[config.mk]
export PLATFORM = sky130hd
export DESIGN_NAME = ccc_controller
export DESIGN_NICKNAME = d
export VERILOG_FILES = /design/src/rtl/ccc_pkg.sv /design/src/rtl/ccc_controller.sv /design/src/rtl/ccc_pwm.sv /design/src/rtl/ccc_sync.sv
export SDC_FILE = /design/constraint.sdc
export NUM_CORES = 1
export LEC_CHECK = 0
export ABC_AREA = 0
export BUFFER_PORTS_ARGS = -buffer_cell sky130_fd_sc_hd__clkbuf_2
export CAP_MARGIN = 20
export CORE_ASPECT_RATIO = 1.75
export CORE_UTILIZATION = 30
export CTS_CLUSTER_DIAMETER = 80
export DETAILED_ROUTE_END_ITERATION = 7
export HOLD_SLACK_MARGIN = 0.15
export SETUP_SLACK_MARGIN = 0.05
export SLEW_MARGIN = 20
export SYNTH_ARGS = -nofsm -noshare
export SYNTH_HDL_FRONTEND = slang
export SYNTH_SLANG_ARGS = --single-unit
[constraint.sdc]
create_clock -name core_clk_i -period 4.2 [get_ports core_clk_i]
set_clock_uncertainty 0.05 [all_clocks]
set_input_delay 0.42 -clock core_clk_i [delete_from_list [all_inputs] [get_ports core_clk_i]]
set_output_delay 0.42 -clock core_clk_i [all_outputs]
set_load 0.005 [all_outputs]
[src/rtl/ccc_pkg.sv]
package ccc_pkg;

  ////////////////////////////////////////////////////////////////////////////
  // Clock and timing figures
  localparam longint CLK_HZ         = 50_000_000;
  localparam longint PRECHG_TIME_MIN = 30;
  localparam longint FAST_TIME_HR   = 5;
  localparam longint PWRUP_TIME_MS  = 30;
  localparam longint SS_STEP_TIME_US = 1600;
  localparam longint REFRESH_TIME_NS = 80;
  localparam longint SW_FREQ_KHZ    = 300;
  localparam longint BLINK_TIME_MS  = 500;

  // Derived cycle counts
  localparam longint PRECHG_CYC  = PRECHG_TIME_MIN * 60 * CLK_HZ;
  localparam longint FAST_CYC    = FAST_TIME_HR * 3600 * CLK_HZ;
  localparam longint PWRUP_CYC   = PWRUP_TIME_MS * CLK_HZ / 1000;
  localparam longint SS_STEP_CYC = SS_STEP_TIME_US * CLK_HZ / 1_000_000;
  localparam longint BLINK_CYC   = BLINK_TIME_MS * CLK_HZ / 1000;
  localparam longint REFRESH_CYC = (REFRESH_TIME_NS * CLK_HZ + 999_999_999) / 1_000_000_000;
  localparam longint PERIOD_CYC  = CLK_HZ / (SW_FREQ_KHZ * 1000);

  ////////////////////////////////////////////////////////////////////////////
  // Widths and small counts
  localparam int         CNT_W      = 40;
  localparam int         PER_W      = 8;
  localparam logic [2:0] SS_LAST    = 3'h7;
  localparam logic [1:0] BOOT_MISS  = 2'h3;
  localparam logic [3:0] REDUCED_TGT = 4'h1;
  localparam logic [3:0] ZERO_TGT    = 4'h0;

  ////////////////////////////////////////////////////////////////////////////
  // Comparator and monitor inputs
  typedef struct packed {
    logic charge_allow;
    logic supply_above_neg;
    logic undervoltage_lockout_ok;
    logic low_supply_mode;
    logic input_overvoltage;
    logic gate_drive_regulator_good;
    logic vref_good;
    logic die_hot;
    logic die_cooled;
    logic ts_fault;
    logic ts_cool_warm;
    logic above_precharge_exit;
    logic above_recharge;
    logic below_term_current;
    logic adapter_headroom;
    logic regulator_overload;
    logic battery_overvoltage;
    logic voltage_loop_active;
    logic err_above_ramp;
    logic bootstrap_low;
  } ccc_sense_t;

  localparam int SENSE_W = $bits(ccc_sense_t);

  typedef enum logic [2:0] {
    ST_IDLE, ST_PRE, ST_CC, ST_CV, ST_DONE, ST_FAULT
  } ccc_state_t;

endpackage

[src/rtl/ccc_controller.sv]
`timescale 1ns/1ns
module ccc_controller
  import ccc_pkg::*;
#(
  parameter longint PRECHG_CNT = PRECHG_CYC,
  parameter longint FAST_CNT   = FAST_CYC,
  parameter longint PWRUP_CNT  = PWRUP_CYC,
  parameter longint SS_CNT     = SS_STEP_CYC,
  parameter longint BLINK_CNT  = BLINK_CYC
) (
  // Clock and reset
  input  wire logic       core_clk_i,
  input  wire logic       rst_i,
  // Analog comparator and monitor levels
  input  wire ccc_sense_t sense_i,
  // Power path and converter
  output logic            input_path_switch_o,
  output logic            battery_path_switch_o,
  output logic            sleep_o,
  output logic            charge_on_o,
  output logic            precharge_mode_o,
  output logic [3:0]      cur_eighths_o,
  output logic            high_side_o,
  output logic            low_side_o,
  output logic            period_start_o,
  // Status pins, open drain, and a plain fault flag
  output logic            status_o,
  output logic            status_oe_o,
  output logic            input_good_out_o,
  output logic            input_good_out_oe_o,
  output logic            fault_o
);

  ccc_sense_t       s;
  logic [SENSE_W-1:0] s_bits;
  ccc_state_t       state;
  ccc_state_t       next_state;
  logic             die_ot;
  logic             sleep;
  logic             en_ok;
  logic             keep_ok;
  logic             active;
  logic             run;
  logic             pause;
  logic             ce_q;
  logic             ce_rise;
  logic             delay_done;
  logic [CNT_W-1:0] pwrup_cnt;
  logic [CNT_W-1:0] pre_cnt;
  logic [CNT_W-1:0] fast_cnt;
  logic [CNT_W-1:0] ss_cnt;
  logic [CNT_W-1:0] blink_cnt;
  logic [2:0]       ss_step;
  logic             blink;
  logic             pre_expired;
  logic             fast_expired;

  ////////////////////////////////////////////////////////////////////////////
  // Input synchronisers
  ccc_sync #(.W(SENSE_W)) u_sync (
    .core_clk_i (core_clk_i),
    .rst_i      (rst_i),
    .async_i    (sense_i),
    .sync_o     (s_bits)
  );

  assign s = s_bits;

  ////////////////////////////////////////////////////////////////////////////
  // Qualification
  assign sleep   = !s.supply_above_neg;
  assign en_ok   = s.charge_allow && !s.low_supply_mode && !sleep
                   && !s.input_overvoltage && delay_done && s.gate_drive_regulator_good
                   && s.vref_good && !die_ot && !s.ts_fault && s.undervoltage_lockout_ok;
  assign keep_ok = en_ok && s.adapter_headroom && !s.regulator_overload;
  assign active  = (state == ST_PRE) || (state == ST_CC) || (state == ST_CV);
  assign run     = active && keep_ok;
  assign pause   = s.battery_overvoltage || die_ot || s.ts_fault;
  assign ce_rise = s.charge_allow && !ce_q;

  assign pre_expired  = (pre_cnt >= CNT_W'(PRECHG_CNT - 1));
  assign fast_expired = (fast_cnt >= CNT_W'(FAST_CNT - 1));

  ////////////////////////////////////////////////////////////////////////////
  // Die overtemperature with hysteresis
  always_ff @(posedge core_clk_i) begin
    if (rst_i) begin
      die_ot <= 1'b0;
    end else if (s.die_hot) begin
      die_ot <= 1'b1;
    end else if (s.die_cooled) begin
      die_ot <= 1'b0;
    end
  end

  ////////////////////////////////////////////////////////////////////////////
  // Power-up delay
  always_ff @(posedge core_clk_i) begin
    if (rst_i || !s.undervoltage_lockout_ok) begin
      pwrup_cnt  <= '0;
      delay_done <= 1'b0;
    end else if (!delay_done) begin
      pwrup_cnt  <= pwrup_cnt + 1'b1;
      delay_done <= (pwrup_cnt >= CNT_W'(PWRUP_CNT - 1));
    end
  end

  always_ff @(posedge core_clk_i) begin
    if (rst_i) begin
      ce_q <= 1'b0;
    end else begin
      ce_q <= s.charge_allow;
    end
  end

  ////////////////////////////////////////////////////////////////////////////
  // Charge sequencer
  always_comb begin
    next_state = state;
    unique case (state)
      ST_IDLE: begin
        if (en_ok) begin
          if (!s.above_precharge_exit) begin
            next_state = ST_PRE;
          end else if (s.voltage_loop_active) begin
            next_state = ST_CV;
          end else begin
            next_state = ST_CC;
          end
        end
      end
      ST_PRE: begin
        if (pre_expired) begin
          next_state = ST_FAULT;
        end else if (s.above_precharge_exit) begin
          next_state = ST_CC;
        end
      end
      ST_CC: begin
        if (fast_expired) begin
          next_state = ST_FAULT;
        end else if (s.voltage_loop_active) begin
          next_state = ST_CV;
        end
      end
      ST_CV: begin
        if (fast_expired) begin
          next_state = ST_FAULT;
        end else if (run && s.above_recharge && s.below_term_current) begin
          next_state = ST_DONE;
        end
      end
      ST_DONE: begin
        if (!s.above_recharge) begin
          next_state = ST_IDLE;
        end
      end
      ST_FAULT: begin
        if (ce_rise) begin
          next_state = ST_IDLE;
        end
      end
      default: next_state = ST_IDLE;
    endcase
    if (!s.charge_allow || !s.undervoltage_lockout_ok) begin
      next_state = ST_IDLE;
    end
  end

  always_ff @(posedge core_clk_i) begin
    if (rst_i) begin
      state <= ST_IDLE;
    end else begin
      state <= next_state;
    end
  end

  ////////////////////////////////////////////////////////////////////////////
  // Precharge and fast charge timers
  always_ff @(posedge core_clk_i) begin
    if (rst_i || state != ST_PRE) begin
      pre_cnt <= '0;
    end else if (run && !pause) begin
      pre_cnt <= pre_cnt + 1'b1;
    end
  end

  always_ff @(posedge core_clk_i) begin
    if (rst_i || state == ST_IDLE || state == ST_PRE) begin
      fast_cnt <= '0;
    end else if (run && !pause && (state == ST_CC || state == ST_CV)) begin
      fast_cnt <= fast_cnt + 1'b1;
    end
  end

  ////////////////////////////////////////////////////////////////////////////
  // Soft-start stepping
  always_ff @(posedge core_clk_i) begin
    if (rst_i || !run || state == ST_PRE) begin
      ss_cnt  <= '0;
      ss_step <= '0;
    end else if (ss_step != SS_LAST) begin
      if (ss_cnt >= CNT_W'(SS_CNT - 1)) begin
        ss_cnt  <= '0;
        ss_step <= ss_step + 1'b1;
      end else begin
        ss_cnt <= ss_cnt + 1'b1;
      end
    end
  end

  ////////////////////////////////////////////////////////////////////////////
  // Fault blink
  always_ff @(posedge core_clk_i) begin
    if (rst_i || state != ST_FAULT) begin
      blink_cnt <= '0;
      blink     <= 1'b0;
    end else if (blink_cnt >= CNT_W'(BLINK_CNT - 1)) begin
      blink_cnt <= '0;
      blink     <= !blink;
    end else begin
      blink_cnt <= blink_cnt + 1'b1;
    end
  end

  ////////////////////////////////////////////////////////////////////////////
  // Registered outputs
  always_ff @(posedge core_clk_i) begin
    if (rst_i) begin
      input_path_switch_o   <= 1'b0;
      battery_path_switch_o <= 1'b1;
      sleep_o               <= 1'b0;
      charge_on_o           <= 1'b0;
      precharge_mode_o      <= 1'b0;
      cur_eighths_o         <= ZERO_TGT;
      status_oe_o           <= 1'b0;
      input_good_out_oe_o   <= 1'b0;
      fault_o               <= 1'b0;
    end else begin
      input_path_switch_o   <= !sleep && s.undervoltage_lockout_ok;
      battery_path_switch_o <= sleep || !s.undervoltage_lockout_ok;
      sleep_o               <= sleep;
      charge_on_o           <= run;
      precharge_mode_o      <= run && state == ST_PRE;
      if (!run || state == ST_PRE) begin
        cur_eighths_o <= ZERO_TGT;
      end else if (s.ts_cool_warm) begin
        cur_eighths_o <= REDUCED_TGT;
      end else begin
        cur_eighths_o <= {1'b0, ss_step} + 4'h1;
      end
      status_oe_o           <= run || blink;
      input_good_out_oe_o   <= s.undervoltage_lockout_ok && !sleep && !s.input_overvoltage;
      fault_o               <= state == ST_FAULT;
    end
  end

  assign status_o         = 1'b0;
  assign input_good_out_o = 1'b0;

  ////////////////////////////////////////////////////////////////////////////
  // Converter stage
  ccc_pwm u_pwm (
    .core_clk_i            (core_clk_i),
    .rst_i                 (rst_i),
    .enable_i              (run),
    .err_above_ramp_i      (s.err_above_ramp),
    .bootstrap_low_i       (s.bootstrap_low),
    .battery_overvoltage_i (s.battery_overvoltage),
    .high_side_o           (high_side_o),
    .low_side_o            (low_side_o),
    .period_start_o        (period_start_o)
  );
endmodule

[src/rtl/ccc_pwm.sv]
`timescale 1ns/1ns
module ccc_pwm
  import ccc_pkg::*;
(
  // Clock and reset
  input  wire logic core_clk_i,
  input  wire logic rst_i,
  // Control
  input  wire logic enable_i,
  input  wire logic err_above_ramp_i,
  input  wire logic bootstrap_low_i,
  input  wire logic battery_overvoltage_i,
  // Gate requests
  output logic      high_side_o,
  output logic      low_side_o,
  output logic      period_start_o
);

  logic [PER_W-1:0] per_cnt;
  logic [1:0]       low_periods;
  logic [PER_W-1:0] refresh_cnt;
  logic             refresh;
  logic             start;

  assign start = (per_cnt == PER_W'(PERIOD_CYC - 1));

  ////////////////////////////////////////////////////////////////////////////
  // Fixed period oscillator
  always_ff @(posedge core_clk_i) begin
    if (rst_i) begin
      per_cnt <= '0;
    end else begin
      per_cnt <= start ? '0 : per_cnt + 1'b1;
    end
  end

  ////////////////////////////////////////////////////////////////////////////
  // Bootstrap watch and refresh pulse
  always_ff @(posedge core_clk_i) begin
    if (rst_i) begin
      low_periods <= '0;
      refresh     <= 1'b0;
      refresh_cnt <= '0;
    end else if (refresh) begin
      refresh_cnt <= refresh_cnt + 1'b1;
      if (refresh_cnt == PER_W'(REFRESH_CYC - 1)) begin
        refresh     <= 1'b0;
        low_periods <= '0;
      end
    end else if (start) begin
      if (!bootstrap_low_i) begin
        low_periods <= '0;
      end else if (low_periods == BOOT_MISS) begin
        refresh     <= enable_i;
        refresh_cnt <= '0;
      end else begin
        low_periods <= low_periods + 1'b1;
      end
    end
  end

  ////////////////////////////////////////////////////////////////////////////
  // Gate outputs
  always_ff @(posedge core_clk_i) begin
    if (rst_i) begin
      high_side_o    <= 1'b0;
      low_side_o     <= 1'b0;
      period_start_o <= 1'b0;
    end else begin
      high_side_o    <= enable_i && err_above_ramp_i && !refresh
                        && !battery_overvoltage_i;
      low_side_o     <= refresh;
      period_start_o <= start;
    end
  end
endmodule

[src/rtl/ccc_sync.sv]
`timescale 1ns/1ns
module ccc_sync #(
  parameter int W = 1
) (
  // Clock and reset
  input  wire logic         core_clk_i,
  input  wire logic         rst_i,
  // Pins
  input  wire logic [W-1:0] async_i,
  output logic      [W-1:0] sync_o
);

  logic [W-1:0] s1;
  logic [W-1:0] s2;
  logic [W-1:0] s3;

  ////////////////////////////////////////////////////////////////////////////
  // Three stages, change taken when stages two and three agree
  always_ff @(posedge core_clk_i) begin
    if (rst_i) begin
      s1 <= '0;
      s2 <= '0;
      s3 <= '0;
    end else begin
      s1 <= async_i;
      s2 <= s1;
      s3 <= s2;
    end
  end

  always_ff @(posedge core_clk_i) begin
    if (rst_i) begin
      sync_o <= '0;
    end else begin
      for (int i = 0; i < W; i++) begin
        if (s2[i] == s3[i]) begin
          sync_o[i] <= s3[i];
        end
      end
    end
  end

endmodule
==> results of run 1 <==
per-stage QoR:
| stage | cell area, um^2 | util [%] | hold slack [ns] |
|---|---|---|---|
| final | 15300 | 35.8 | 0.180 |
| after floorplan | 13100 | - | 0.363 |
| after detailed placement | 13900 | 32.4 | 0.373 |
| after global routing | 15300 | 35.8 | 0.182 |
| after CTS | 15300 | 35.8 | 0.158 |
| after global placement | 13900 | 32.4 | 0.368 |
synthesized netlist by cell type, types with 3 or more instances:
| master | count | area, um^2 |
|---|---|---|
| sky130_fd_sc_hd__dfxtp_1 | 324 | 6490 |
| sky130_fd_sc_hd__nor2_1 | 228 | 856 |
| sky130_fd_sc_hd__nand2_1 | 107 | 402 |
| sky130_fd_sc_hd__nand3_1 | 86 | 430 |
| sky130_fd_sc_hd__xor2_1 | 81 | 709 |
| sky130_fd_sc_hd__a21oi_1 | 69 | 345 |
| sky130_fd_sc_hd__nor2b_1 | 68 | 425 |
| sky130_fd_sc_hd__xnor2_1 | 68 | 596 |
| sky130_fd_sc_hd__o21ai_0 | 49 | 245 |
| sky130_fd_sc_hd__nor3_1 | 48 | 240 |
| sky130_fd_sc_hd__nand4_1 | 40 | 250 |
| sky130_fd_sc_hd__inv_1 | 37 | 139 |
| sky130_fd_sc_hd__clkbuf_1 | 35 | 131 |
| sky130_fd_sc_hd__nor4_1 | 35 | 219 |
| sky130_fd_sc_hd__and3_1 | 27 | 169 |
| sky130_fd_sc_hd__or3_1 | 23 | 144 |
| sky130_fd_sc_hd__and4_1 | 19 | 166 |
| sky130_fd_sc_hd__ha_1 | 11 | 138 |
| sky130_fd_sc_hd__and2_1 | 10 | 62.6 |
| sky130_fd_sc_hd__a31oi_1 | 9 | 56.3 |
| sky130_fd_sc_hd__a211oi_1 | 8 | 60.1 |
| sky130_fd_sc_hd__a41oi_1 | 6 | 52.6 |
| sky130_fd_sc_hd__mux2i_1 | 6 | 60.1 |
| sky130_fd_sc_hd__or2_2 | 6 | 37.5 |
| sky130_fd_sc_hd__nand2b_1 | 5 | 31.3 |
| sky130_fd_sc_hd__a211o_1 | 4 | 35.0 |
| sky130_fd_sc_hd__buf_1 | 4 | 15.0 |
| sky130_fd_sc_hd__buf_2 | 4 | 20.0 |
| sky130_fd_sc_hd__nor3b_1 | 4 | 30.0 |
| sky130_fd_sc_hd__nor4_2 | 4 | 50.1 |
| sky130_fd_sc_hd__nand3b_1 | 3 | 22.5 |
| sky130_fd_sc_hd__nand4b_1 | 3 | 26.3 |
| sky130_fd_sc_hd__nor4_4 | 3 | 63.8 |
| sky130_fd_sc_hd__o211ai_1 | 3 | 22.5 |
| sky130_fd_sc_hd__o311ai_0 | 3 | 26.3 |
| sky130_fd_sc_hd__o31ai_1 | 3 | 22.5 |
sequential cells by signal, indices dropped and copies added (netlist names), 3 cells and up:
signal / count
ss_cnt: 40
u_sync.sync_o: 20
u_pwm.refresh_cnt: 8
ss_step: 3
state: 3
pre_cnt: 40
blink_cnt: 40
u_sync.s3: 20
cur_eighths_o: 4
u_pwm.per_cnt: 8
u_sync.s2: 20
pwrup_cnt: 40
fast_cnt: 40
u_sync.s1: 20
worst max-delay path: stages (launching register included):
cell and delay, ns:
sky130_fd_sc_hd__dfxtp_1 0.49, sky130_fd_sc_hd__nand4_1 0.27, sky130_fd_sc_hd__nor4_2 0.79, sky130_fd_sc_hd__nand4_1 0.50, sky130_fd_sc_hd__nor3_1 0.32, sky130_fd_sc_hd__xnor2_1 0.17
sky130_fd_sc_hd__nor2_1 0.06
cell families (layout without fill, tap and decap cells):
| family | after synthesis | in the layout | synth area share (%) |
|---|---|---|---|
| adders and majority gates | 11 | 11 | 1.05 |
| and+or+nand+nor | 734 | 734 | 29.0 |
| other | 1 | 17 | 0.0287 |
| xor gates and xnor gates | 149 | 149 | 9.99 |
| DFF | 324 | 324 | 49.6 |
| AOI/OAI and AO/OA | 164 | 164 | 7.30 |
| muxes | 6 | 6 | 0.460 |
| buffers and inverters | 84 | 155 | 2.58 |
how the worst max path moves through the flow:
stage	endpoint	cells past startpoint	slack (ns)
2_1_floorplan	ss_cnt[39]	9	1.77
4_1_cts	fast_cnt[34]	6	1.39
3_3_place_gp	ss_cnt[25]	5	1.25
6_report	fast_cnt[34]	6	1.42
3_5_place_dp	fast_cnt[34]	6	1.39
5_1_grt	fast_cnt[38]	6	1.18
area by class of cell:
type	count	area [um^2]
clock buffer	32	779
clock inverter	25	469
fill	4444	27500
inverter	37	139
multi-input combinational	1081	6310
sequential	324	6490
tap	561	702
timing repair buffer	61	420
power by group:
group / internal (W) / switching, W / leakage (nW)
registers: 0.00311 / 0.0000145 / 2.63
logic: 0.0000371 / 0.0000304 / 1.80
clock network: 0.00211 / 0.00125 / 0.587
total: 0.00525 / 0.00129 / 5.01
per-layer routing:
layer,vias up,wire length (um),GRT usage (%)
li1,5181,-,-
met1,4775,11000,12.8
met2,122,14000,22.9
met3,51,769,1.52
met4,0,798,4.61
met5,-,0,0
what timing repair did:
| action | CTS | global route |
|---|---|---|
| hold endpoints to repair | 20 | 0 |
| hold buffers | 20 | 0 |
| setup buffers | 0 | 0 |
==> impl_metrics.prom, run 1 <==
# TYPE chip_impl_metric gauge
chip_impl_metric{name="synth.yosys.warnings",unit=""} 0
chip_impl_metric{name="detailedRoute.firstIterationViolations",unit=""} 387
chip_impl_metric{name="grt_max_degree",unit=""} 74
chip_impl_metric{name="grt_pass1_vias",unit=""} 9822
chip_impl_metric{name="floorplan.core_area",unit="mm^2"} 0.0428
chip_impl_metric{name="grt_antenna_before_repair",unit=""} 0
chip_impl_metric{name="grt_util_all_layers",unit="%"} 11.8
chip_impl_info{name="end_kind",value="register"} 1
chip_impl_info{name="timing.setup.critical_path_class",value="register to register"} 1
chip_impl_metric{name="finish.net_count",unit=""} 1569
chip_impl_metric{name="flow.area_growth_from_synthesis",unit="%"} 17.1
chip_impl_metric{name="clkLatencyLatePin",unit="ns"} 0.56
chip_impl_info{name="worst_hold_path.endpoint",value="sleep_o"} 1
chip_impl_metric{name="period_needed",unit="ns"} 2.78
chip_impl_metric{name="dieArea",unit="mm^2"} 0.0444
chip_impl_metric{name="postRouteWirelength",unit="um"} 26500
chip_impl_metric{name="reported_leakage_power",unit="nW"} 5.01
chip_impl_metric{name="initial_standard_cell_utilization_of_the_core",unit="%"} 30.5
chip_impl_info{name="grt_setup_unrepaired",value="false"} 1
chip_impl_metric{name="post-place-ws",unit="ns"} 1.39
chip_impl_metric{name="dp.final_hpwl",unit="um"} 18300
chip_impl_metric{name="routed-via-count",unit=""} 10129
chip_impl_metric{name="worst_ir_drop_vdd",unit="V"} 0.000450
chip_impl_metric{name="post_synth_inst_count",unit=""} 1473
chip_impl_info{name="root_buffer",value="sky130_fd_sc_hd__clkbuf_16"} 1
chip_impl_metric{name="total_drc_errors_in_the_routed_layout",unit=""} 0
chip_impl_metric{name="cts_num_sinks",unit=""} 324
chip_impl_metric{name="io-pin-count",unit=""} 39
chip_impl_metric{name="power_density",unit="mW/mm^2"} 427
chip_impl_metric{name="chipHeight",unit="um"} 278
chip_impl_metric{name="finalMaxSlewViolations",unit=""} 0
chip_impl_metric{name="setup_slack",unit="ns"} 1.42
chip_impl_metric{name="synth_seq_cells",unit=""} 324
chip_impl_metric{name="routabilityCongestion",unit=""} 0.794
chip_impl_metric{name="max_slew_margin",unit="%"} 35.5
chip_impl_metric{name="max_freq",unit="MHz"} 359
chip_impl_metric{name="antenna_violating_nets_post_route",unit=""} 0
chip_impl_info{name="timing.rr.end",value="fast_cnt[34]"} 1
chip_impl_metric{name="die_x",unit="um"} 160
chip_impl_metric{name="synth.yosys.seq_area_share",unit="%"} 49.6
chip_impl_metric{name="final_cells",unit=""} 2121
chip_impl_info{name="final_common_cell",value="sky130_fd_sc_hd__dfxtp_1"} 1
chip_impl_info{name="cts_tree",value="built"} 1
chip_impl_metric{name="max_cap_viol_count",unit=""} 0
chip_impl_metric{name="mappedNetlistArea",unit="mm^2"} 0.0131
chip_impl_info{name="hp-class",value="input port to register"} 1
chip_impl_info{name="result_of_the_run",value="completed"} 1
chip_impl_metric{name="number_of_buffers_inserted_during_clock_tree_synthesis",unit=""} 31
chip_impl_metric{name="timing.hold.worst_path_depth",unit=""} 2
chip_impl_info{name="crit-reg2reg-launch",value="delay_done"} 1
chip_impl_metric{name="setup_tns",unit="ns"} 0
chip_impl_metric{name="setup_violations",unit=""} 0
chip_impl_metric{name="place.detailed.instances",unit=""} 2044
chip_impl_info{name="final_cell_mix",value="sky130_fd_sc_hd__dfxtp_1 (324), sky130_fd_sc_hd__nor2_1 (228), sky130_fd_sc_hd__nand2_1 (107), sky130_fd_sc_hd__nand3_1 (86), sky130_fd_sc_hd__xor2_1 (81)"} 1
chip_impl_metric{name="clk_transition_reported_paths",unit="ns"} 0.07
chip_impl_metric{name="n_antenna_cell",unit=""} 0
chip_impl_metric{name="worst-endpoint-arrival",unit="ns"} 3.16
chip_impl_metric{name="post_route_cells_drive_above_1_share",unit="%"} 7.63
chip_impl_metric{name="post_cts_gate_resize_count",unit=""} 0
chip_impl_metric{name="totalPowerFinal",unit="W"} 0.00654
chip_impl_metric{name="detail_route.vias_per_cell",unit=""} 4.78
chip_impl_metric{name="synth_area_per_cell",unit="um^2"} 8.87
chip_impl_metric{name="min_period_over_period",unit="%"} 66.3
chip_impl_metric{name="cts_max_path_buffers",unit=""} 3
chip_impl_metric{name="timing_worst_slew_pin_value",unit="ns"} 0.954
chip_impl_metric{name="required",unit="ns"} 4.57
chip_impl_info{name="synthFlopType",value="sky130_fd_sc_hd__dfxtp_1"} 1
chip_impl_metric{name="number_of_flops_mapped_to_enable_cells_by_yosys",unit=""} 0
chip_impl_metric{name="fp-row-count",unit=""} 100
chip_impl_metric{name="postSynth.asyncResetShare",unit="%"} 0
chip_impl_metric{name="place.port_buffers",unit=""} 36
chip_impl_metric{name="timing.reg2reg.worst_path_depth",unit=""} 6
chip_impl_metric{name="global_route.overflow_total",unit=""} 0
chip_impl_metric{name="h_tree_levels",unit=""} 1
chip_impl_metric{name="timing.final.hold_violations",unit=""} 0
chip_impl_info{name="worst_setup_path_startpoint",value="delay_done"} 1
chip_impl_metric{name="drt_first_pass_iters",unit=""} 5
chip_impl_metric{name="grt_first_pass_wirelength",unit="um"} 45100
chip_impl_metric{name="drt-wirelength-per-cell",unit="um"} 12.5
chip_impl_metric{name="yosys.cell_types.count",unit=""} 59
chip_impl_metric{name="worstPathMaxFanout",unit=""} 9
chip_impl_metric{name="regToRegSetupSlack",unit="ns"} 1.42
chip_impl_info{name="timing.critical_path.from_type",value="register"} 1
chip_impl_info{name="startpoint_of_the_most_critical_hold_path",value="rst_i"} 1
Power figures use the tool's default switching activity.
==> run 2, diff against run 1 <==
==> constraint.sdc (replaced) <==
create_clock -name core_clk_i -period 2.6 [get_ports core_clk_i]
set_clock_uncertainty 0.05 [all_clocks]
set_input_delay 0.26 -clock core_clk_i [delete_from_list [all_inputs] [get_ports core_clk_i]]
set_output_delay 0.26 -clock core_clk_i [all_outputs]
set_load 0.005 [all_outputs]
==> run 2 against run 1 <==
First-iteration DRC count is 0.78% lower; via count grew 1.5%; highest routed layer unchanged; flip-flop and latch count did not move; hold slack improved by 0.21 ns; clock power increased by 51%; routed wire length is essentially flat.
==> impl_metrics.prom, run 2 (synthesis gave the netlist of run 1 again) <==
# TYPE chip_impl_metric gauge
chip_impl_metric{name="clkLatencyLatePin",unit="ns"} 0.57
chip_impl_metric{name="number_of_buffer_and_inverter_stages_on_the_critical_path",unit=""} 0
chip_impl_metric{name="clk_transition_reported_paths",unit="ns"} 0.06
chip_impl_metric{name="worstPathMaxFanout",unit=""} 5
chip_impl_metric{name="n_antenna_cell",unit=""} 0
chip_impl_metric{name="max_cap_viol_count",unit=""} 0
chip_impl_metric{name="grt_antenna_before_repair",unit=""} 0
chip_impl_metric{name="m1WireLength",unit="um"} 11000
chip_impl_metric{name="timing.final.hold_violations",unit=""} 0
chip_impl_metric{name="drt-wirelength-per-cell",unit="um"} 12.3
chip_impl_metric{name="setup_tns",unit="ns"} 0
chip_impl_metric{name="chipHeight",unit="um"} 278
chip_impl_metric{name="postRouteWirelength",unit="um"} 26500
chip_impl_metric{name="required",unit="ns"} 2.97
chip_impl_info{name="highest-signal-layer",value="met4"} 1
chip_impl_info{name="root_buffer",value="sky130_fd_sc_hd__clkbuf_16"} 1
chip_impl_metric{name="global_route.overflow_total",unit=""} 0
chip_impl_metric{name="routabilityCongestion",unit=""} 0.788
chip_impl_info{name="final_common_cell",value="sky130_fd_sc_hd__dfxtp_1"} 1
chip_impl_metric{name="detailedRoute.firstIterationViolations",unit=""} 384
chip_impl_metric{name="finish.net_count",unit=""} 1597
chip_impl_metric{name="floorplan.core_area",unit="mm^2"} 0.0428
chip_impl_metric{name="finalMaxSlewViolations",unit=""} 0
chip_impl_metric{name="max_freq",unit="MHz"} 419
chip_impl_metric{name="period_needed",unit="ns"} 2.38
chip_impl_metric{name="setup_slack",unit="ns"} 0.215
chip_impl_metric{name="dp.final_hpwl",unit="um"} 18500
chip_impl_metric{name="reported_leakage_power",unit="nW"} 5.13
chip_impl_metric{name="h_tree_levels",unit=""} 1
chip_impl_metric{name="wl_met2",unit="um"} 14000
chip_impl_metric{name="cts_num_sinks",unit=""} 324
chip_impl_metric{name="max_slew_margin",unit="%"} 45.5
chip_impl_metric{name="min_period_over_period",unit="%"} 91.7
chip_impl_metric{name="place.port_buffers",unit=""} 36
chip_impl_metric{name="worst-endpoint-arrival",unit="ns"} 2.76
chip_impl_metric{name="drt_first_pass_iters",unit=""} 5
chip_impl_metric{name="grt_util_all_layers",unit="%"} 12.0
chip_impl_metric{name="post_route_cells_drive_above_1_share",unit="%"} 9.19
chip_impl_info{name="critPathMostFrequentCell",value="sky130_fd_sc_hd__or4_4"} 1
chip_impl_info{name="result_of_the_run",value="completed"} 1
chip_impl_metric{name="routed-via-count",unit=""} 10277
chip_impl_metric{name="timing_worst_slew_pin_value",unit="ns"} 0.807
chip_impl_info{name="crit_path_leading_delay_family",value="simple AND/OR/NAND/NOR gates"} 1
chip_impl_info{name="path_cells",value="or3b_4 > or4_4 > or4_4 > nor4_4 > xnor2_1 > nor2_1"} 1
chip_impl_metric{name="dieArea",unit="mm^2"} 0.0444
chip_impl_info{name="timing.setup.critical_path_class",value="register to register"} 1
chip_impl_info{name="grt_setup_unrepaired",value="false"} 1
chip_impl_metric{name="setup_violations",unit=""} 0
chip_impl_metric{name="crit_path_max_incr_delay",unit="ns"} 0.55
chip_impl_info{name="cts_tree",value="built"} 1
chip_impl_metric{name="post-place-ws",unit="ns"} 0.197
chip_impl_metric{name="final.hold.worst_slack",unit="ns"} 0.386
chip_impl_metric{name="grt_first_pass_wirelength",unit="um"} 45800
chip_impl_metric{name="io-pin-count",unit=""} 39
chip_impl_info{name="end_kind",value="register"} 1
chip_impl_metric{name="grt_pass1_vias",unit=""} 9969
chip_impl_metric{name="number_of_buffers_inserted_during_clock_tree_synthesis",unit=""} 30
chip_impl_info{name="cp_slowest_cell",value="sky130_fd_sc_hd__or4_4"} 1
chip_impl_metric{name="detail_route.vias_per_cell",unit=""} 4.78
chip_impl_info{name="final_cell_mix",value="sky130_fd_sc_hd__dfxtp_1 (324), sky130_fd_sc_hd__nor2_1 (228), sky130_fd_sc_hd__nand2_1 (107), sky130_fd_sc_hd__nand3_1 (86), sky130_fd_sc_hd__xor2_1 (81)"} 1
chip_impl_metric{name="fp-row-count",unit=""} 100
chip_impl_info{name="timing.critical_path.from_type",value="register"} 1
chip_impl_metric{name="initial_standard_cell_utilization_of_the_core",unit="%"} 30.5
chip_impl_metric{name="flow.area_growth_from_synthesis",unit="%"} 18.2
chip_impl_metric{name="worst_ir_drop_vdd",unit="V"} 0.000576
chip_impl_metric{name="antenna_violating_nets_post_route",unit=""} 0
chip_impl_metric{name="grt_max_degree",unit=""} 47
chip_impl_metric{name="met3_length",unit="um"} 783
chip_impl_metric{name="die_x",unit="um"} 160
chip_impl_info{name="hp-class",value="register to register"} 1
chip_impl_metric{name="cts_max_path_buffers",unit=""} 3
chip_impl_metric{name="power_density",unit="mW/mm^2"} 661
chip_impl_metric{name="total_drc_errors_in_the_routed_layout",unit=""} 0
## run 2: path summary, 6_finish.rpt
kind / from / endpoint / slack [ns] / cells after the start
worst max-delay path: u_sync.sync_o[5] / fast_cnt[36] / 0.22 / 6
worst min register to register: u_sync.s1[0] / u_sync.s2[0] / 0.39 / 1
worst max register to register: u_sync.sync_o[5] / fast_cnt[36] / 0.22 / 6
worst min-delay path: u_sync.s1[0] / u_sync.s2[0] / 0.39 / 1
## run 2: worst register-to-register path, delay by kind of cell, from the launching register on
kind | cells | cell delay (ns)
simple gates | 5 | 1.72
flops | 1 | 0.34
xor+xnor | 1 | 0.15
## run 2: per-stage QoR
stage          cell area (um^2)  util (%)  total power, W  std cells
6_report                  15400      36.1          0.0102       2149
5_1_grt                   15400      36.1          0.0106       2149
4_1_cts                   15400      36.1          0.0103       2149
3_5_place_dp              14100      32.9         0.00524       2072
3_3_place_gp              14100      32.9         0.00524       2072
2_1_floorplan             13100         -         0.00521       1489
## run 2: cell type report
type / instances / area, um^2
Multi-Input combinational cell: 1081 / 6320
Clock buffer: 36 / 835
Sequential cell: 324 / 6490
Fill cell: 4393 / 27400
Timing Repair Buffer: 90 / 641
Inverter: 37 / 139
Clock inverter: 20 / 320
Tap cell: 561 / 702
## run 2: per-layer routing
layer	GRT usage, %	up-vias
li1	-	5234
met1	13.3	4874
met2	23.0	127
met3	1.58	42
met4	4.59	0
met5	0	-
## run 2: report_power, final
| part | total [W] | switching (W) | internal, W |
|---|---|---|---|
| logic | 0.000113 | 0.0000503 | 0.0000627 |
| clock network | 0.00505 | 0.00196 | 0.00309 |
| registers | 0.00504 | 0.0000229 | 0.00502 |
## run 2: timing repair
item,CTS,global route
setup endpoints to repair,0,2
resized for setup,0,2
buffers inserted,0,0
hold endpoints to repair,35,0
hold buffers,21,0
